==> src/common/fcc_pkg.sv <==
// constants and types shared by the flash command controller
package fcc_pkg;

	// -----------------------------------------------------------------
	// register addresses
	// -----------------------------------------------------------------
	localparam logic [11:0] FCC_ADDR_COMMAND = 12'hff8;
	localparam logic [11:0] FCC_ADDR_PAGE    = 12'hff9;

	// -----------------------------------------------------------------
	// command codes
	// -----------------------------------------------------------------
	localparam logic [7:0] FCC_CMD_UNLOCK1   = 8'h73;
	localparam logic [7:0] FCC_CMD_UNLOCK2   = 8'h8c;
	localparam logic [7:0] FCC_CMD_PAGE_ERS  = 8'h95;
	localparam logic [7:0] FCC_CMD_MASS_ERS  = 8'h63;
	localparam logic [7:0] FCC_CMD_PROT_SEL  = 8'h5e;

	// -----------------------------------------------------------------
	// state field codes
	// -----------------------------------------------------------------
	localparam logic [5:0] FCC_ST_LOCKED   = 6'h00;
	localparam logic [5:0] FCC_ST_FIRST    = 6'h01;
	localparam logic [5:0] FCC_ST_SECOND   = 6'h02;
	localparam logic [5:0] FCC_ST_UNLOCKED = 6'h03;
	localparam logic [5:0] FCC_ST_PROT     = 6'h04;
	localparam logic [5:0] FCC_ST_PROG     = 6'h08;
	localparam logic [5:0] FCC_ST_PAGE_ERS = 6'h10;
	localparam logic [5:0] FCC_ST_MASS_ERS = 6'h20;

	// -----------------------------------------------------------------
	// field layout and reset values
	// -----------------------------------------------------------------
	localparam int          FCC_INFO_BIT    = 7;
	localparam int          FCC_PAGE_MSB    = 6;
	localparam int          FCC_PAGE_LSB_A  = 9;
	localparam int          FCC_ADDR_MSB    = 15;
	localparam int          FCC_SECT_MSB_A  = 12;
	localparam int          FCC_SECT_LSB_A  = 10;
	localparam logic [7:0]  FCC_RST_BYTE    = 8'h00;
	localparam logic [1:0]  FCC_RSVD_BITS   = 2'h0;
	localparam logic [15:0] FCC_INFO_BASE   = 16'hfe00;
	localparam logic [15:0] FCC_USER_TOP    = 16'h2000;
	localparam logic [15:0] FCC_RSVD_TOP    = 16'h3000;

	// one-hot controller states
	typedef enum logic [7:0] {
		FCC_LOCKED   = 8'h01,
		FCC_FIRST    = 8'h02,
		FCC_SECOND   = 8'h04,
		FCC_UNLOCKED = 8'h08,
		FCC_PROT     = 8'h10,
		FCC_PROG     = 8'h20,
		FCC_PG_ERS   = 8'h40,
		FCC_MS_ERS   = 8'h80
	} fcc_state_t;

endpackage : fcc_pkg

==> src/core/fcc_flash_command_controller.sv <==
// command, status, page choice and protection front end of the flash controller
// What this block does
// RQ1: debugger access ignores the write-protect option bit.
// RQ2: debugger access ignores sector protection for program and erase.
// RQ3: debugger may program any address, not only the chosen page.
// RQ4: debugger may set or clear any sector protection bit.
// RQ5: debugger unlock needs no repeated page choice write.
// RQ6: debugger may write page choice while unlocked.
// RQ7: whole-array erase command only honoured from debugger.
// RQ8: software opens one page per unlock, re-unlocks for another, except that a page choice write during programming switches the open page.
// RQ9: user code reaches lower 8KB only; upper 4KB reserved.
// RQ10: reserved code may access reserved region; user code is blocked.
// RQ11: unlock is 73h then 8Ch as consecutive command writes.
// RQ12: invalid command or order returns controller to locked.
// RQ13: third command: 95h page erase, 63h mass erase; 5Eh protect access is taken from locked.
// RQ14: command writes and status reads share address FF8h.
// RQ15: state field encodes locked, first, second, unlocked, protect select.
// RQ16: state reads 001xxx program, 010xxx page erase, 100xxx mass erase.
// RQ17: status bits 7 and 6 read zero.
// RQ18: FF9h writes page choice, or sector protect after locked plus 5Eh.
// RQ19: 512-byte pages; page field matches address bits 15 to 9.
// RQ20: page choice bit 7 maps information area at FE00h-FFFFh.
// RQ21: command, status and page choice reset to zero, locked.
// RQ22: user unlock needs matching page choice rewrite, mismatch relocks.
// RQ23: user writes to sector protection only set bits.
// RQ24: erase completion returns controller to locked.
// RQ25: relaxed behaviour only while debugger access input is asserted.
`timescale 1ns/1ps
`default_nettype none

module fcc_flash_command_controller
	import fcc_pkg::*;
#(
	parameter int SECTOR_BITS = 8
)(
	// clock and reset
	input  wire logic                   ref_clk_in,
	input  wire logic                   rst_n_in,
	// register file port
	input  wire logic                   reg_wr_in,
	input  wire logic                   reg_rd_in,
	input  wire logic [11:0]            reg_addr_in,
	input  wire logic [7:0]             reg_wdata_in,
	output logic      [7:0]             reg_rdata_out,
	// access origin
	input  wire logic                   debug_access_in,
	input  wire logic                   fetch_reserved_in,
	input  wire logic                   write_protect_opt_in,
	// program memory access check
	input  wire logic                   mem_req_in,
	input  wire logic                   mem_wr_in,
	input  wire logic [15:0]            mem_addr_in,
	output logic                        mem_grant_out,
	output logic                        mem_prog_out,
	output logic                        info_area_select_out,
	output logic [SECTOR_BITS-1:0]      sector_protect_out,
	// flash array sequencing
	input  wire logic                   op_done_in,
	input  wire logic [2:0]             op_sector_in,
	output logic                        page_erase_start_out,
	output logic                        mass_erase_start_out,
	output logic [6:0]                  active_page_out
);

	// -----------------------------------------------------------------
	// state and registers
	// -----------------------------------------------------------------
	fcc_state_t                 state_q, state_d;
	logic [7:0]                 page_choice_q, page_choice_d;
	logic [SECTOR_BITS-1:0]     protect_q, protect_d;
	logic                       mass_ok_q, mass_ok_d;
	logic                       pg_start_q, ms_start_q;
	logic                       pg_start_d, ms_start_d;

	// -----------------------------------------------------------------
	// decode
	// -----------------------------------------------------------------
	wire logic cmd_wr    = reg_wr_in && (reg_addr_in == FCC_ADDR_COMMAND);
	wire logic page_wr   = reg_wr_in && (reg_addr_in == FCC_ADDR_PAGE);
	wire logic [7:0] cmd = reg_wdata_in;
	wire logic [6:0] page_field = page_choice_q[FCC_PAGE_MSB:0];
	// write-protect option is only honoured from user code
	// RQ1 option ignored
	// RQ25 relaxed per access
	wire logic wp_block  = write_protect_opt_in && !debug_access_in;
	// sectors are 1/8th of the user area; page bits line up with the address check below
	wire logic [2:0] act_sector = page_field[FCC_SECT_MSB_A-FCC_PAGE_LSB_A:FCC_SECT_LSB_A-FCC_PAGE_LSB_A];
	// RQ2 protection ignored
	wire logic sector_locked = !debug_access_in && protect_q[act_sector];

	// RQ19 page compare
	function automatic logic in_page(input logic [15:0] a, input logic [6:0] p);
		in_page = (a[FCC_ADDR_MSB:FCC_PAGE_LSB_A] == p);
	endfunction : in_page

	// guard terms sit here because the state machine reads prog_ok
	wire logic in_rsvd  = (mem_addr_in >= FCC_USER_TOP) && (mem_addr_in < FCC_RSVD_TOP);
	// RQ9 RQ10 reserved region guard
	wire logic rsvd_ok  = !in_rsvd || fetch_reserved_in;
	// RQ3 debugger programs anywhere
	wire logic page_hit = debug_access_in || mass_ok_q || in_page(mem_addr_in, page_field);
	wire logic prog_ok  = mem_req_in && mem_wr_in && rsvd_ok && page_hit && !wp_block
		&& !(!debug_access_in && protect_q[mem_addr_in[FCC_SECT_MSB_A:FCC_SECT_LSB_A]]);

	// -----------------------------------------------------------------
	// command state machine
	// -----------------------------------------------------------------
	always_comb
	begin
		state_d       = state_q;
		page_choice_d = page_choice_q;
		protect_d     = protect_q;
		mass_ok_d     = mass_ok_q;
		pg_start_d    = 1'b0;
		ms_start_d    = 1'b0;
		if (cmd_wr)
		begin
			// RQ12 default relock
			state_d   = FCC_LOCKED;
			mass_ok_d = 1'b0;
			unique case (state_q)
				FCC_LOCKED:
				begin
					// RQ11 first byte
					if (cmd == FCC_CMD_UNLOCK1)
						state_d = FCC_FIRST;
					// RQ13 protect select
					else if (cmd == FCC_CMD_PROT_SEL)
						state_d = FCC_PROT;
				end
				FCC_FIRST:
				begin
					// RQ11 second byte; RQ5 debugger skips rewrite
					if (cmd == FCC_CMD_UNLOCK2)
						state_d = debug_access_in ? FCC_UNLOCKED : FCC_SECOND;
				end
				FCC_UNLOCKED:
				begin
					// RQ13 page erase of active page
					if (cmd == FCC_CMD_PAGE_ERS && !wp_block && !sector_locked)
					begin
						state_d    = FCC_PG_ERS;
						pg_start_d = 1'b1;
					end
					// RQ7 mass erase only from debugger
					else if (cmd == FCC_CMD_MASS_ERS && debug_access_in)
					begin
						state_d    = FCC_MS_ERS;
						ms_start_d = 1'b1;
						mass_ok_d  = 1'b1;
					end
				end
				FCC_PROT:
				begin
					if (cmd == FCC_CMD_PROT_SEL)
						state_d = FCC_PROT;
				end
				// second unlock and busy states: any command relocks
				FCC_SECOND, FCC_PROG, FCC_PG_ERS, FCC_MS_ERS:
				begin
				end
			endcase
		end
		else if (page_wr)
		begin
			unique case (state_q)
				FCC_PROT:
				begin
					// RQ4 debugger full write; RQ23 user only sets
					if (debug_access_in)
						protect_d = reg_wdata_in[SECTOR_BITS-1:0];
					else
						protect_d = protect_q | reg_wdata_in[SECTOR_BITS-1:0];
				end
				FCC_SECOND:
				begin
					// RQ22 rewrite must match
					state_d = (reg_wdata_in == page_choice_q) ? FCC_UNLOCKED : FCC_LOCKED;
				end
				FCC_UNLOCKED:
				begin
					// RQ6 debugger may change page while unlocked
					if (debug_access_in)
						page_choice_d = reg_wdata_in;
				end
				// RQ18 page choice target
				FCC_LOCKED, FCC_FIRST, FCC_PROG, FCC_PG_ERS, FCC_MS_ERS:
					page_choice_d = reg_wdata_in;
			endcase
		end
		else if (op_done_in)
		begin
			// RQ24 erase completion relocks
			if (state_q == FCC_PG_ERS || state_q == FCC_MS_ERS)
				state_d = FCC_LOCKED;
			else if (state_q == FCC_PROG)
				state_d = FCC_UNLOCKED;
		end
		else if (prog_ok && state_q == FCC_UNLOCKED)
			state_d = FCC_PROG;
	end

	// -----------------------------------------------------------------
	// memory guard
	// -----------------------------------------------------------------
	assign mem_grant_out = mem_req_in && rsvd_ok;
	assign mem_prog_out  = prog_ok && (state_q == FCC_UNLOCKED);
	// RQ20 information area mapping
	assign info_area_select_out = page_choice_q[FCC_INFO_BIT] && (mem_addr_in >= FCC_INFO_BASE);

	// -----------------------------------------------------------------
	// registers
	// -----------------------------------------------------------------
	// RQ21 reset values
	always_ff @(posedge ref_clk_in or negedge rst_n_in)
	begin
		if (!rst_n_in)
		begin
			state_q       <= FCC_LOCKED;
			page_choice_q <= FCC_RST_BYTE;
			protect_q     <= '0;
			mass_ok_q     <= 1'b0;
			pg_start_q    <= 1'b0;
			ms_start_q    <= 1'b0;
		end
		else
		begin
			state_q       <= state_d;
			page_choice_q <= page_choice_d;
			protect_q     <= protect_d;
			mass_ok_q     <= mass_ok_d;
			pg_start_q    <= pg_start_d;
			ms_start_q    <= ms_start_d;
		end
	end

	// -----------------------------------------------------------------
	// status and read data
	// -----------------------------------------------------------------
	logic [5:0] state_code;
	// RQ15 RQ16 state field encoding
	always_comb
	begin
		unique case (state_q)
			FCC_LOCKED:   state_code = FCC_ST_LOCKED;
			FCC_FIRST:    state_code = FCC_ST_FIRST;
			FCC_SECOND:   state_code = FCC_ST_SECOND;
			FCC_UNLOCKED: state_code = FCC_ST_UNLOCKED;
			FCC_PROT:     state_code = FCC_ST_PROT;
			FCC_PROG:     state_code = FCC_ST_PROG;
			FCC_PG_ERS:   state_code = FCC_ST_PAGE_ERS;
			FCC_MS_ERS:   state_code = FCC_ST_MASS_ERS;
		endcase
	end

	// protect register reads back in the slot of page choice while selected
	wire logic [7:0] page_slot = (state_q == FCC_PROT) ? 8'(protect_q) : page_choice_q;
	// RQ14 RQ17 shared address and reserved bits
	assign reg_rdata_out = !reg_rd_in ? FCC_RST_BYTE :
		(reg_addr_in == FCC_ADDR_COMMAND) ? {FCC_RSVD_BITS, state_code} :
		(reg_addr_in == FCC_ADDR_PAGE) ? page_slot : FCC_RST_BYTE;

	assign sector_protect_out   = protect_q;
	assign page_erase_start_out = pg_start_q;
	assign mass_erase_start_out = ms_start_q;
	assign active_page_out      = page_field;

	// -----------------------------------------------------------------
	// checks
	// -----------------------------------------------------------------
	AST_UNLOCK_ORDER: assert property (@(posedge ref_clk_in) disable iff (!rst_n_in) // RQ11
		(state_q == FCC_LOCKED && cmd_wr && cmd == FCC_CMD_UNLOCK1) |=> state_q == FCC_FIRST)
		else $error("first unlock byte not taken");
	AST_BAD_RELOCK: assert property (@(posedge ref_clk_in) disable iff (!rst_n_in) // RQ12
		(state_q == FCC_FIRST && cmd_wr && cmd != FCC_CMD_UNLOCK2) |=> state_q == FCC_LOCKED)
		else $error("bad sequence did not relock");
	AST_MASS_USER: assert property (@(posedge ref_clk_in) disable iff (!rst_n_in) // RQ7
		(cmd_wr && !debug_access_in) |=> !ms_start_q)
		else $error("mass erase from user code");
	AST_PROT_SET_ONLY: assert property (@(posedge ref_clk_in) disable iff (!rst_n_in) // RQ23
		(page_wr && !debug_access_in) |=> ((protect_q & $past(protect_q)) == $past(protect_q)))
		else $error("user cleared protection");
	AST_ERASE_DONE: assert property (@(posedge ref_clk_in) disable iff (!rst_n_in) // RQ24
		(state_q == FCC_PG_ERS && op_done_in && !cmd_wr && !page_wr) |=> state_q == FCC_LOCKED)
		else $error("erase end did not relock");
	AST_RSVD_BLOCK: assert property (@(posedge ref_clk_in) disable iff (!rst_n_in) // RQ10
		(mem_req_in && in_rsvd && !fetch_reserved_in) |-> !mem_grant_out && !mem_prog_out)
		else $error("user reached reserved area");
	AST_RSVD_BITS: assert property (@(posedge ref_clk_in) disable iff (!rst_n_in) // RQ17
		reg_rdata_out[7:6] == FCC_RSVD_BITS || reg_addr_in != FCC_ADDR_COMMAND)
		else $error("reserved status bits set");
	AST_DBG_UNLOCK: assert property (@(posedge ref_clk_in) disable iff (!rst_n_in) // RQ5
		(state_q == FCC_FIRST && cmd_wr && cmd == FCC_CMD_UNLOCK2 && debug_access_in)
		|=> state_q == FCC_UNLOCKED ##1 reg_rdata_out == {FCC_RSVD_BITS, FCC_ST_UNLOCKED} || !reg_rd_in
		|| reg_addr_in != FCC_ADDR_COMMAND || state_q != FCC_UNLOCKED)
		else $error("debugger unlock incomplete");
	AST_PAGE_MISMATCH: assert property (@(posedge ref_clk_in) disable iff (!rst_n_in) // RQ22
		(state_q == FCC_SECOND && page_wr && reg_wdata_in != page_choice_q) |=> state_q == FCC_LOCKED)
		else $error("page rewrite mismatch did not relock");
	AST_PAGE_ERASE_GO: assert property (@(posedge ref_clk_in) disable iff (!rst_n_in) // RQ13
		(state_q == FCC_UNLOCKED && cmd_wr && cmd == FCC_CMD_PAGE_ERS && !wp_block && !sector_locked)
		|=> page_erase_start_out && state_q == FCC_PG_ERS)
		else $error("page erase not started");

endmodule : fcc_flash_command_controller
`default_nettype wire

==> config.mk <==
export PLATFORM = sky130hd
export DESIGN_NAME = fcc_flash_command_controller
export DESIGN_NICKNAME = d
export VERILOG_FILES = /design/src/common/fcc_pkg.sv /design/src/core/fcc_flash_command_controller.sv
export SDC_FILE = /design/constraint.sdc
export NUM_CORES = 1
export LEC_CHECK = 0
export BUFFER_PORTS_ARGS = -buffer_cell sky130_fd_sc_hd__buf_2
export CORE_MARGIN = 2
export CORE_UTILIZATION = 50
export CTS_BUF_LIST = sky130_fd_sc_hd__clkbuf_4 sky130_fd_sc_hd__clkbuf_8 sky130_fd_sc_hd__clkbuf_16
export CTS_CLUSTER_DIAMETER = 100
export DETAILED_ROUTE_END_ITERATION = 10
export PLACE_DENSITY = 0.8
export SLEW_MARGIN = 10
export SYNTH_ARGS = -nofsm -noshare
export SYNTH_HDL_FRONTEND = slang
export SYNTH_SLANG_ARGS = --single-unit
==> constraint.sdc <==
create_clock -name ref_clk_in -period 2.5 [get_ports ref_clk_in]
set_input_delay 0.25 -clock ref_clk_in [delete_from_list [all_inputs] [get_ports ref_clk_in]]
set_output_delay 0.25 -clock ref_clk_in [all_outputs]
set_load 0.03 [all_outputs]
# Yosys cells after proc, flatten, opt, wreduce, memory -nomap -nowiden
# Cells that the tools add are included.
# classes
add_sub_neg	0
n_mul	0
div_mod_pow	0
magnitude_cmp	5
n_eq_ne	20
shifts	0
muxes	34
bitwise	2
n_reduce_logical	32
# ops
op	n
two-way mux 8 bit	15
one-hot mux 6 bit (8 select lines)	1
equality test 8 x 7 -> 1 bit (second input constant)	4
one-hot mux 8 bit (4 select lines)	1
equality test 12 bit (second input constant)	2
equality test 8 bit (second input constant)	3
logical AND 1 bit	17
greater-or-equal comparator 16 x 14 -> 1 bit (second input constant)	1
greater-or-equal comparator 16 bit (second input constant)	1
less-than comparator 16 x 14 -> 1 bit (second input constant)	1
one-hot mux 8 bit (2 select lines)	1
two-way mux 4 bit	3
two-way mux 5 bit	2
two-way mux 1 bit	9
equality test 8 x 1 -> 1 bit (second input constant)	1
equality test 8 x 2 -> 1 bit (second input constant)	1
equality test 8 x 3 -> 1 bit (second input constant)	1
equality test 8 x 4 -> 1 bit (second input constant)	1
equality test 8 x 5 -> 1 bit (second input constant)	1
equality test 8 x 6 -> 1 bit (second input constant)	1
equality test 8 bit	1
less-than comparator 3 x 4 -> 1 bit (second input constant)	2
OR 8 bit	1
equality test 7 bit	1
other kinds (12)	21
# word_totals
register_bits	27
latchBits	0
ram_bits	0
rom_bits	0
input_bits	49
output_inout_bits	28
wordCells	99
n_memories	0

# Longest topological paths before layout
# Gate-level depths: netlist of the first run.
# depth
word_depth	13
mapped_depth	8
ltp_nobuf	6

# Worst setup path before layout of the first run
# OpenSTA, ideal clock, no wires.
# synth_timing
path_type	register to register
from	register state_q[5]
to	register state_q[3]
setup_ps	125
arrival_ps	2468
required_ps	2375
setup_slack_ps	-93
path_stages_with_launch	8
n_path_buf	1
synth_period_minus_slack_ps	2593
path_cell_list	dfrtp_1 -> buf_6 -> or3_4 -> nor4_4 -> nand2_1 -> nor4_2 -> a21oi_2 -> mux2_4
# synth_between
word_cells_on_any_way	19
cone_classes	eq/ne: 10; mux: 5; reduce/logical: 4
# synth_rtl
item	line_no	source
start: declaration	fcc_flash_command_controller.sv:68	fcc_state_t state_q, state_d;
start signal: assignment	fcc_flash_command_controller.sv:228	state_q <= state_d;
equality test 8 x 4 -> 1 bit	n/a	
logical AND 1 bit	n/a	
via mem_prog_out	fcc_flash_command_controller.sv:54	output logic mem_prog_out,
nonzero test 4 bit (no line)	n/a	
AND reduction 3 bit (no line)	n/a	
# The timed path passes the listed nets, and every way through them passes these cells.
# A chain may end at the register's enable or synchronous reset.

# Final worst setup path of the first run
# layout_timing
from	register state_q[1]
to	output port reg_rdata_out[1]
# layout_between
elab_chain_cells	5
word_cells_on_any_way	13
cone_classes	eq/ne: 8; mux: 5
# layout_lines
item	line_no	source
branches (longest 3 deep; another with equality test 8 bit)	n/a	
two-way mux 8 bit (*)	fcc_flash_command_controller.sv:260	(reg_addr_in == FCC_ADDR_COMMAND) ? {FCC_RSVD_BITS, state_code} :
two-way mux 8 bit (*)	fcc_flash_command_controller.sv:259	assign reg_rdata_out = !reg_rd_in ? FCC_RST_BYTE :
end: declaration	fcc_flash_command_controller.sv:44	output logic [7:0] reg_rdata_out,
# Every way passes the cells marked *.

==> results_dict.tcl, run 1 <==
set metrics [dict create \
    run_status "finished clean" \
    dr_wl_met3_um 396 \
    cts_root_buffer "clkbuf_8" \
    timing.critical_path.slowest_cell_delay_ns 0.39 \
    leakage_uw 0.001406 \
    muxShareOfSynthArea_pct 14.42 \
    grt_max_degree 28 \
    cp-end-kind "output pin" \
    critPathRequiredTime_ns 2.25 \
    crit_top_cell "buf_4" \
    port_buffers 64 \
    drt_iter0_markers 205 \
    synth_area_leaders "dfrtp_1 30%, xor2_1 6.8%, mux2_4 6.2%, nand2_1 6.2%, mux2i_1 4.1%" \
    crit_slowest_cell "dfrtp_1" \
    final_layout_size_suffix_gt1_share_pct 35.76 \
    syn_area_um2 2186 \
    cts_tree "done" \
    synth_compound_area_share_pct 13.11 \
    max_freq_mhz 412.4 \
    min_period_over_period_pct 97.00 \
    core_area_um2 4294 \
    synth_fa_ha_area_share_pct 0 \
    antenna_found_initial 0 \
    numCtsBuffers 3 \
    max_slew_margin_pct 57.95 \
    drt-total-wl_um 6117 \
    cp.arrival_ns 2.17 \
    slew_viol_final 0 \
    worst_setup_path_start_kind "register" \
    antenna_cells 0 \
    tns_ns 0 \
    yosys_register_bits 27 \
    wl_met2_um 2940 \
    pwr-share-comb_pct 23.3 \
    synth_area_per_cell_um2 9.108 \
    worst-setup-path-type "reg -> out" \
    drt-wirelength-per-cell_um 17.28 \
    power.internal_uw 657.0 \
    synthFlopType "dfrtp_1" \
    grt_remaining_overflow 0 \
    clkLatencyLatePin_ns 0.29 \
    die_h_um 70.12 \
    gp_congestion 0.9357 \
    path_cells "buf_4 -> nor2_1 -> nand4_1 -> buf_4 -> mux2i_1 -> a211oi_1 -> buf_2" \
    cap_viol_max_count 0 \
    worstMarginPinSlew_ns 0.6308 \
    wl_met1_um 2658 \
    power.net_switching_uw 290.6 \
    drcViolationCount 0 \
    final.setup_skew_ns 0.002361 \
    crit_buf_inv 3 \
    clock_power_share_pct 28.6 \
    power.total_uw 947.6 \
    post-synth-top-count-cell "nand2_1" \
    dieArea_um2 4917 \
    placement_rows 24 \
    synth_top_area_share_pct 29.77 \
    period_needed_ns 2.425 \
    h-tree-depth 1 \
    peakVddDrop_mv 0.1789 \
    fin_hold_ws_ns 0.2359 \
    async_flop_share_pct 100.0 \
    highest_layer "met4" \
    power_frac_seq_pct 48.2 \
    fin_util_pct 61.04 \
    synthSimpleGateAreaFrac_pct 27.65 \
    synth_edf_count 0 \
    power.density_nw_per_um2 361.5 \
    areaGrowthSynthToFinish_pct 19.92 \
    hp-class "in -> reg" \
    yosysUniqueCellTypes 58 \
    syn_nets 289 \
    cp_max_fo 12 \
    synth_xor_area_share_pct 7.212 \
    clockBufferDepth 2 \
    hold_viol 0 \
    fin_area_um2 2621 \
    layout.nets 352 \
    synth_top_family_by_area "simple AND/OR/NAND/NOR gates" \
    hpwl_um 4688 \
    synth-seq-area-share_pct 30.97 \
    clkSinkCount 27 \
    grt_pass1_wl_um 9991 \
    grtUsageTotal_pct 25.76 \
    synth_commonest_cells "36 x nand2_1, 26 x dfrtp_1, 19 x nor2_1" \
    via_per_inst 6.008 \
    clk_pin_slew_ns 0.10 \
    p_sw_share_pct 30.67 \
    cp_top_family "buffers and inverters" \
    rsz0062_at_grt "no" \
    ys_warn_count 0 \
    dr.pass1.iters 4 \
    grt_pass1_vias 2067 \
    synth_top_cell_by_area "dfrtp_1" \
    io_pins 77 \
    setup_viol 0 \
    initial_core_util_pct 50.90 \
    synthCells 240 \
    ant_nets 0 \
    placed_area_um2 2521 \
    vias 2127 \
    die_w_um 70.12 \
]
-- worst paths after layout --
kind                                    endpoint  cells past startpoint  slack [ns]                   from
hold / removal             sector_protect_out[1]                      3        0.24        reg_wdata_in[1]
setup / recovery                reg_rdata_out[1]                      7        0.08             state_q[1]
max in group asynchronous             state_q[6]                      2        1.55               rst_n_in
setup reg to reg                page_choice_q[6]                      6        0.16             state_q[5]
min in group asynchronous   mass_erase_start_out                      2        0.51               rst_n_in
hold reg to reg            sector_protect_out[1]                      2        0.56  sector_protect_out[1]
-- through the flow --
step,instances,setup slack [ns]
final,354,0.07501
after global routing,354,0.002445
after detailed placement,346,0.1807
after CTS,352,0.03139
after floorplan,240,0.1064
after global placement,346,0.2066
-- layout make-up --
cell class                 instances  area, um2
clock inverter                     1      7.507
clock buffer                       3      41.29
multi-input combinational        190       1386
timing repair buffer              78      430.4
tap                               52      65.06
fill                             385       1673
sequential                        27      679.4
inverter                           3      11.26
-- registers in the layout, indices dropped and copies added (netlist names) --
register / flops
mass_erase_start_out: 1
mass_ok_q: 1
page_choice_q: 8
page_erase_start_out: 1
sector_protect_out: 8
state_q: 8
-- layer usage --
layer / vias up / global-route usage (%)
met1: 1014 / 36.35
met3: 11 / 2.453
met2: 106 / 41.27
li1: 996 / -
met5: - / 0
met4: 0 / 9.402
-- worst reg2reg max path: cells and delay by family, from the launching register on --
family,cells,cell delay [ns]
simple gates,4,1.35
compound gates,1,0.05
mux,1,0.38
flops,1,0.45
-- timing repair --
item | CTS | global route
pin swaps | 1 | 1
hold buffers | 1 | 0
endpoints found under the setup margin | 2 | 5
setup buffers | 1 | 2
gates resized for setup | 4 | 3
hold endpoints to repair | 9 | 0
-- placed cells by master (no fill, tap or decap), types with 4 or more instances in the layout --
| cell type | Yosys | final |
|---|---|---|
| and3_1 | 5 | 5 |
| o21ai_0 | 6 | 6 |
| nand2b_1 | 4 | 4 |
| a21o_1 | 4 | 4 |
| nand3_1 | 8 | 8 |
| xor2_1 | 17 | 17 |
| nor3_1 | 7 | 6 |
| mux2i_1 | 9 | 9 |
| a21oi_1 | 4 | 4 |
| nor4bb_1 | 5 | 5 |
| buf_4 | 11 | 14 |
| nand2_1 | 36 | 36 |
| nand4_1 | 4 | 4 |
| buf_2 | 2 | 63 |
| mux2_4 | 9 | 9 |
| nor4_1 | 4 | 4 |
| a211oi_1 | 4 | 4 |
| dfrtp_1 | 26 | 24 |
| nor2_1 | 19 | 18 |
-- power groups by stage --
stage                     logic [uW]  registers, uW  clock network, uW
after floorplan                  128            452                  0
after global placement           206            463                  0
after detailed placement         208            463                  0
after CTS                        216            455                275
after global routing             243            458                297
final                            220            457                271
-- cell families after synthesis --
group	after synthesis
xor+xnor	18
buf+inv	23
flops	27
simple gates	110
mux	23
compound gates	39
Power figures use the tool's default switching activity.
==> inputs of run 2 (changes only) <==
- BUFFER_PORTS_ARGS: -buffer_cell sky130_fd_sc_hd__buf_2 -> not set
- CORE_UTILIZATION: 50 -> 45
- CTS_BUF_LIST: sky130_fd_sc_hd__clkbuf_4 sky130_fd_sc_hd__clkbuf_8 sky130_fd_sc_hd__clkbuf_16 -> not set
- DONT_BUFFER_PORTS: not set -> 1
- PLACE_DENSITY: 0.8 -> not set
==> results_dict.tcl, run 2 (same netlist as run 1, synthesis figures left out) <==
set metrics [dict create \
    run_status "finished clean" \
    power.density_nw_per_um2 357.0 \
    rsz0062_at_grt "no" \
    placement_rows 25 \
    core_area_um2 4692 \
    drt_iter0_markers 131 \
    dieArea_um2 5431 \
    max_slew_margin_pct 60.93 \
    min_period_over_period_pct 94.51 \
    drt-wirelength-per-cell_um 18.91 \
    io_pins 77 \
    peakVddDrop_mv 0.2179 \
    layout.nets 307 \
    clk_pin_slew_ns 0.10 \
    clkSinkCount 27 \
    die_w_um 73.70 \
    critPathRequiredTime_ns 2.25 \
    fin_hold_ws_ns 0.07914 \
    cp_max_fo 9 \
    dp.cells 304 \
    final_layout_size_suffix_gt1_share_pct 24.90 \
    met1_usage_pct 34.97 \
    grt_pass1_vias 1852 \
    grtUsageTotal_pct 22.89 \
    clockBufferDepth 2 \
    numCtsBuffers 3 \
    h-tree-depth 1 \
    cts_tree "done" \
    grtUsageMet2_pct 34.62 \
    tns_ns 0 \
    stdcell_count 311 \
    busiest_layer "met1" \
    cap_viol_max_count 0 \
    grt_max_degree 28 \
    slew_viol_final 0 \
    hpwl_um 4601 \
    hold_viol 0 \
    num-fill-cells 468 \
    leakage_uw 0.001222 \
    ant_nets 0 \
    clkLatencyLatePin_ns 0.27 \
    setup_viol 0 \
    drcViolationCount 0 \
    multi_input_area_um2 1391 \
    cp.arrival_ns 2.11 \
    max_freq_mhz 423.2 \
    final_cell_mix "36 x nand2_1, 30 x buf_4, 24 x dfrtp_1" \
    initial_core_util_pct 46.59 \
    final.setup_skew_ns 0.003325 \
    cp-end-kind "output pin" \
    gp_congestion 0.9331 \
    use_met3_pct 2.881 \
    dr.pass1.iters 4 \
    die_h_um 73.70 \
    final_common_cell "nand2_1" \
    worst-setup-path-type "reg -> out" \
    port_buffers 0 \
    hp-class "in -> reg" \
    grt_remaining_overflow 0 \
    vias 1892 \
    cts_root_buffer "clkbuf_8" \
    via_per_inst 6.084 \
    grt_pass1_wl_um 9473 \
    seqCellArea_um2 679.4 \
    worstMarginPinSlew_ns 0.5782 \
    worst_setup_path_start_kind "register" \
    antenna_cells 0 \
    drt-total-wl_um 5880 \
    antenna_found_initial 0 \
    period_needed_ns 2.363 \
    areaGrowthSynthToFinish_pct 12.65 \
]
==> run 2: timing repair <==
item,4_1_cts,5_1_grt
hold buffers,2,0
endpoints found under the hold margin,27,0
pin swaps,1,2
buffers inserted,1,0
endpoints found under the setup margin,2,4
resized for setup,1,7
==> run 2: critical path, stage by stage (launching register included) <==
cell      delay, ns
dfrtp_2        0.48
or3_4          0.45
nor4_4         0.24
buf_4          0.19
nor3b_1        0.05
a211oi_2       0.23
buf_4          0.20
==> run 2: worst paths after layout <==
check	from	to	slack (ns)	cells after the start
worst max-delay path	state_q[5]	reg_rdata_out[0]	0.14	6
worst min-delay path	reg_wdata_in[5]	sector_protect_out[5]	0.08	2
worst max register to register	state_q[5]	page_choice_q[4]	0.14	6
worst min register to register	mass_ok_q	mass_ok_q	0.55	2
max in group asynchronous	rst_n_in	state_q[0]	1.84	2
min in group asynchronous	rst_n_in	sector_protect_out[4]	0.43	2
==> run 2: final cells by class <==
| type | count | share of cell area (%) |
|---|---|---|
| well taps | 54 | 2.744 |
| repair buffers | 33 | 10.82 |
| inverters | 3 | 0.4573 |
| clock buffers | 3 | 1.677 |
| flip-flops and latches | 27 | 27.59 |
| multi-input cells | 190 | 56.50 |
| clock inverters | 1 | 0.2033 |
==> run 2: power breakdown <==
part	switching, uW	internal (uW)
clock	145	112
combinational	84.7	81.9
sequential	13.4	443
total	243	636
==> run 2: metrics by stage <==
stage          total power [uW]  setup WS [ns]  area [um2]  utilization, %
2_1_floorplan             580.4         0.1064        2195               -
3_3_place_gp              607.1         0.1177        2354           50.16
3_5_place_dp              607.5        0.09500        2354           50.16
4_1_cts                   882.9        0.01445        2439           51.97
5_1_grt                   924.0        0.04439        2462           52.48
6_report                  879.1         0.1372        2462           52.48
==> run 2: layer usage <==
layer	share of wire (%)	routed length, um	vias up
met5	0	0	-
met4	0.63	37	0
met3	6.8	401	4
met2	44	2562	72
met1	49	2878	903
li1	-	-	913
==> inputs of run 3 (changes only) <==
- HOLD_SLACK_MARGIN: not set -> 0.15
==> results_dict.tcl, run 3 (same netlist as run 1, synthesis figures left out) <==
set metrics [dict create \
    run_status "finished clean" \
    placement_rows 25 \
    grtUsageTotal_pct 24.18 \
    port_buffers 0 \
    drcViolationCount 0 \
    antenna_cells 0 \
    drt-wirelength-per-cell_um 19.47 \
    hpwl_um 4601 \
    worstMarginPinSlew_ns 0.5591 \
    cap_viol_max_count 0 \
    cts_root_buffer "clkbuf_8" \
    antenna_found_initial 0 \
    hold_viol 0 \
    grtUsageMet2_pct 36.11 \
    layout.nets 317 \
    crit_top_cell "buf_4" \
    dieArea_um2 5431 \
    grt_pass1_vias 1914 \
    peakVddDrop_mv 0.2208 \
    cp_max_fo 9 \
    clockBufferDepth 2 \
    p_sw_share_pct 28.07 \
    cts_tree "done" \
    grt_max_degree 28 \
    clock_power_share_pct 28.7 \
    areaGrowthSynthToFinish_pct 17.23 \
    power.density_nw_per_um2 351.0 \
    via_per_inst 6.165 \
    worst_setup_path_start_kind "register" \
    drt_iter0_markers 104 \
    leakage_uw 0.001263 \
    final_cell_mix "36 x nand2_1, 30 x buf_4, 24 x dfrtp_1" \
    io_pins 77 \
    timing.critical_path.slowest_cell_delay_ns 0.48 \
    tns_ns 0 \
    hp-class "in -> reg" \
    rsz0062_at_grt "no" \
    h-tree-depth 1 \
    core_area_um2 4692 \
    final.setup_skew_ns 0.007456 \
    max_slew_margin_pct 62.22 \
    clkLatencyLatePin_ns 0.28 \
    final_common_cell "nand2_1" \
    path_cells "or3_4 -> nor4_4 -> buf_4 -> nor3b_1 -> a211oi_2 -> buf_4" \
    cp.arrival_ns 2.11 \
    power_frac_seq_pct 50.7 \
    power.internal_uw 647.0 \
    grt_remaining_overflow 0 \
    drt-total-wl_um 6249 \
    worst-setup-path-type "reg -> out" \
    clk_pin_slew_ns 0.10 \
    final_layout_size_suffix_gt1_share_pct 23.97 \
    ant_nets 0 \
    met1_usage_pct 36.94 \
    pwr-share-comb_pct 20.6 \
    dr.pass1.iters 4 \
    die_w_um 73.70 \
    slew_viol_final 0 \
    fin_hold_ws_ns 0.1838 \
    numCtsBuffers 3 \
    cp-end-kind "output pin" \
    use_met3_pct 3.704 \
    cp_top_family "simple AND/OR/NAND/NOR gates" \
    vias 1979 \
    gp_congestion 0.9331 \
    min_period_over_period_pct 94.53 \
    initial_core_util_pct 46.59 \
    crit_buf_inv 2 \
    power.net_switching_uw 252.5 \
    busiest_layer "met1" \
    die_h_um 73.70 \
    critPathRequiredTime_ns 2.25 \
    grt_pass1_wl_um 9915 \
    period_needed_ns 2.363 \
    max_freq_mhz 423.2 \
    setup_viol 0 \
    crit_slowest_cell "dfrtp_2" \
    clkSinkCount 27 \
]
-- run 3: cell count changes in the layout (fill, tap and decap cells not counted) --
cell	delta
dlygate4sd3_1	+10
-- run 3: metal layers --
layer  routed length (um)  vias to the layer above
met5                    0                        -
met4                   37                        0
met3                  512                        4
met2                 2660                       90
met1                 3039                      953
li1                     -                      932
-- run 3: path summary, 6_finish.rpt --
kind | from | to | slack [ns] | cells past startpoint
max | state_q[5] | reg_rdata_out[0] | 0.14 | 6
min | reg_addr_in[0] | state_q[1] | 0.18 | 2
max reg2reg | state_q[5] | page_choice_q[4] | 0.15 | 6
min reg2reg | mass_ok_q | mass_ok_q | 0.55 | 2
max in group asynchronous | rst_n_in | state_q[0] | 1.84 | 2
min in group asynchronous | rst_n_in | sector_protect_out[4] | 0.42 | 2
-- run 3: worst reg2reg max path, cell delays in order, from the launching register on --
cell,delay (ns)
dfrtp_2,0.48
or3_4,0.45
nor2_1,0.14
and3_1,0.20
a221oi_1,0.05
or3_1,0.55
mux2_4,0.37
-- run 3: per-stage QoR --
stage / utilization [%] / cells / total power [uW] / instance area [um2] / setup slack, ns
after global routing: 54.61 / 321 / 942.3 / 2562 / 0.04439
final: 54.61 / 321 / 899.5 / 2562 / 0.1368
after CTS: 54.11 / 321 / 900.2 / 2539 / 0.01445
after detailed placement: 50.16 / 304 / 607.5 / 2354 / 0.09500
after floorplan: - / 240 / 580.4 / 2195 / 0.1064
after global placement: 50.16 / 304 / 607.1 / 2354 / 0.1177
-- run 3: timing repair --
item | CTS | global route
setup buffers | 1 | 0
hold buffers | 12 | 0
endpoints found under the hold margin | 45 | 0
resized for setup | 1 | 7
cloned | 0 | 0
pin swaps | 1 | 2
endpoints found under the setup margin | 2 | 4
-- run 3: area by class of cell --
cell class	count	area, um2
clock buffer	3	41.29
clock inverter	1	5.005
fill	458	2130
inverter	3	11.26
multi-input combinational	190	1391
sequential	27	679.4
tap	54	67.56
timing repair buffer	43	366.6
-- run 3: power by group through the flow --
stage / Combinational [uW] / Sequential [uW] / Clock (uW)
floorplan: 128 / 452 / 0
global placement: 144 / 463 / 0
detailed placement: 144 / 463 / 0
CTS: 177 / 455 / 268
global route: 203 / 458 / 281
finish: 185 / 456 / 258
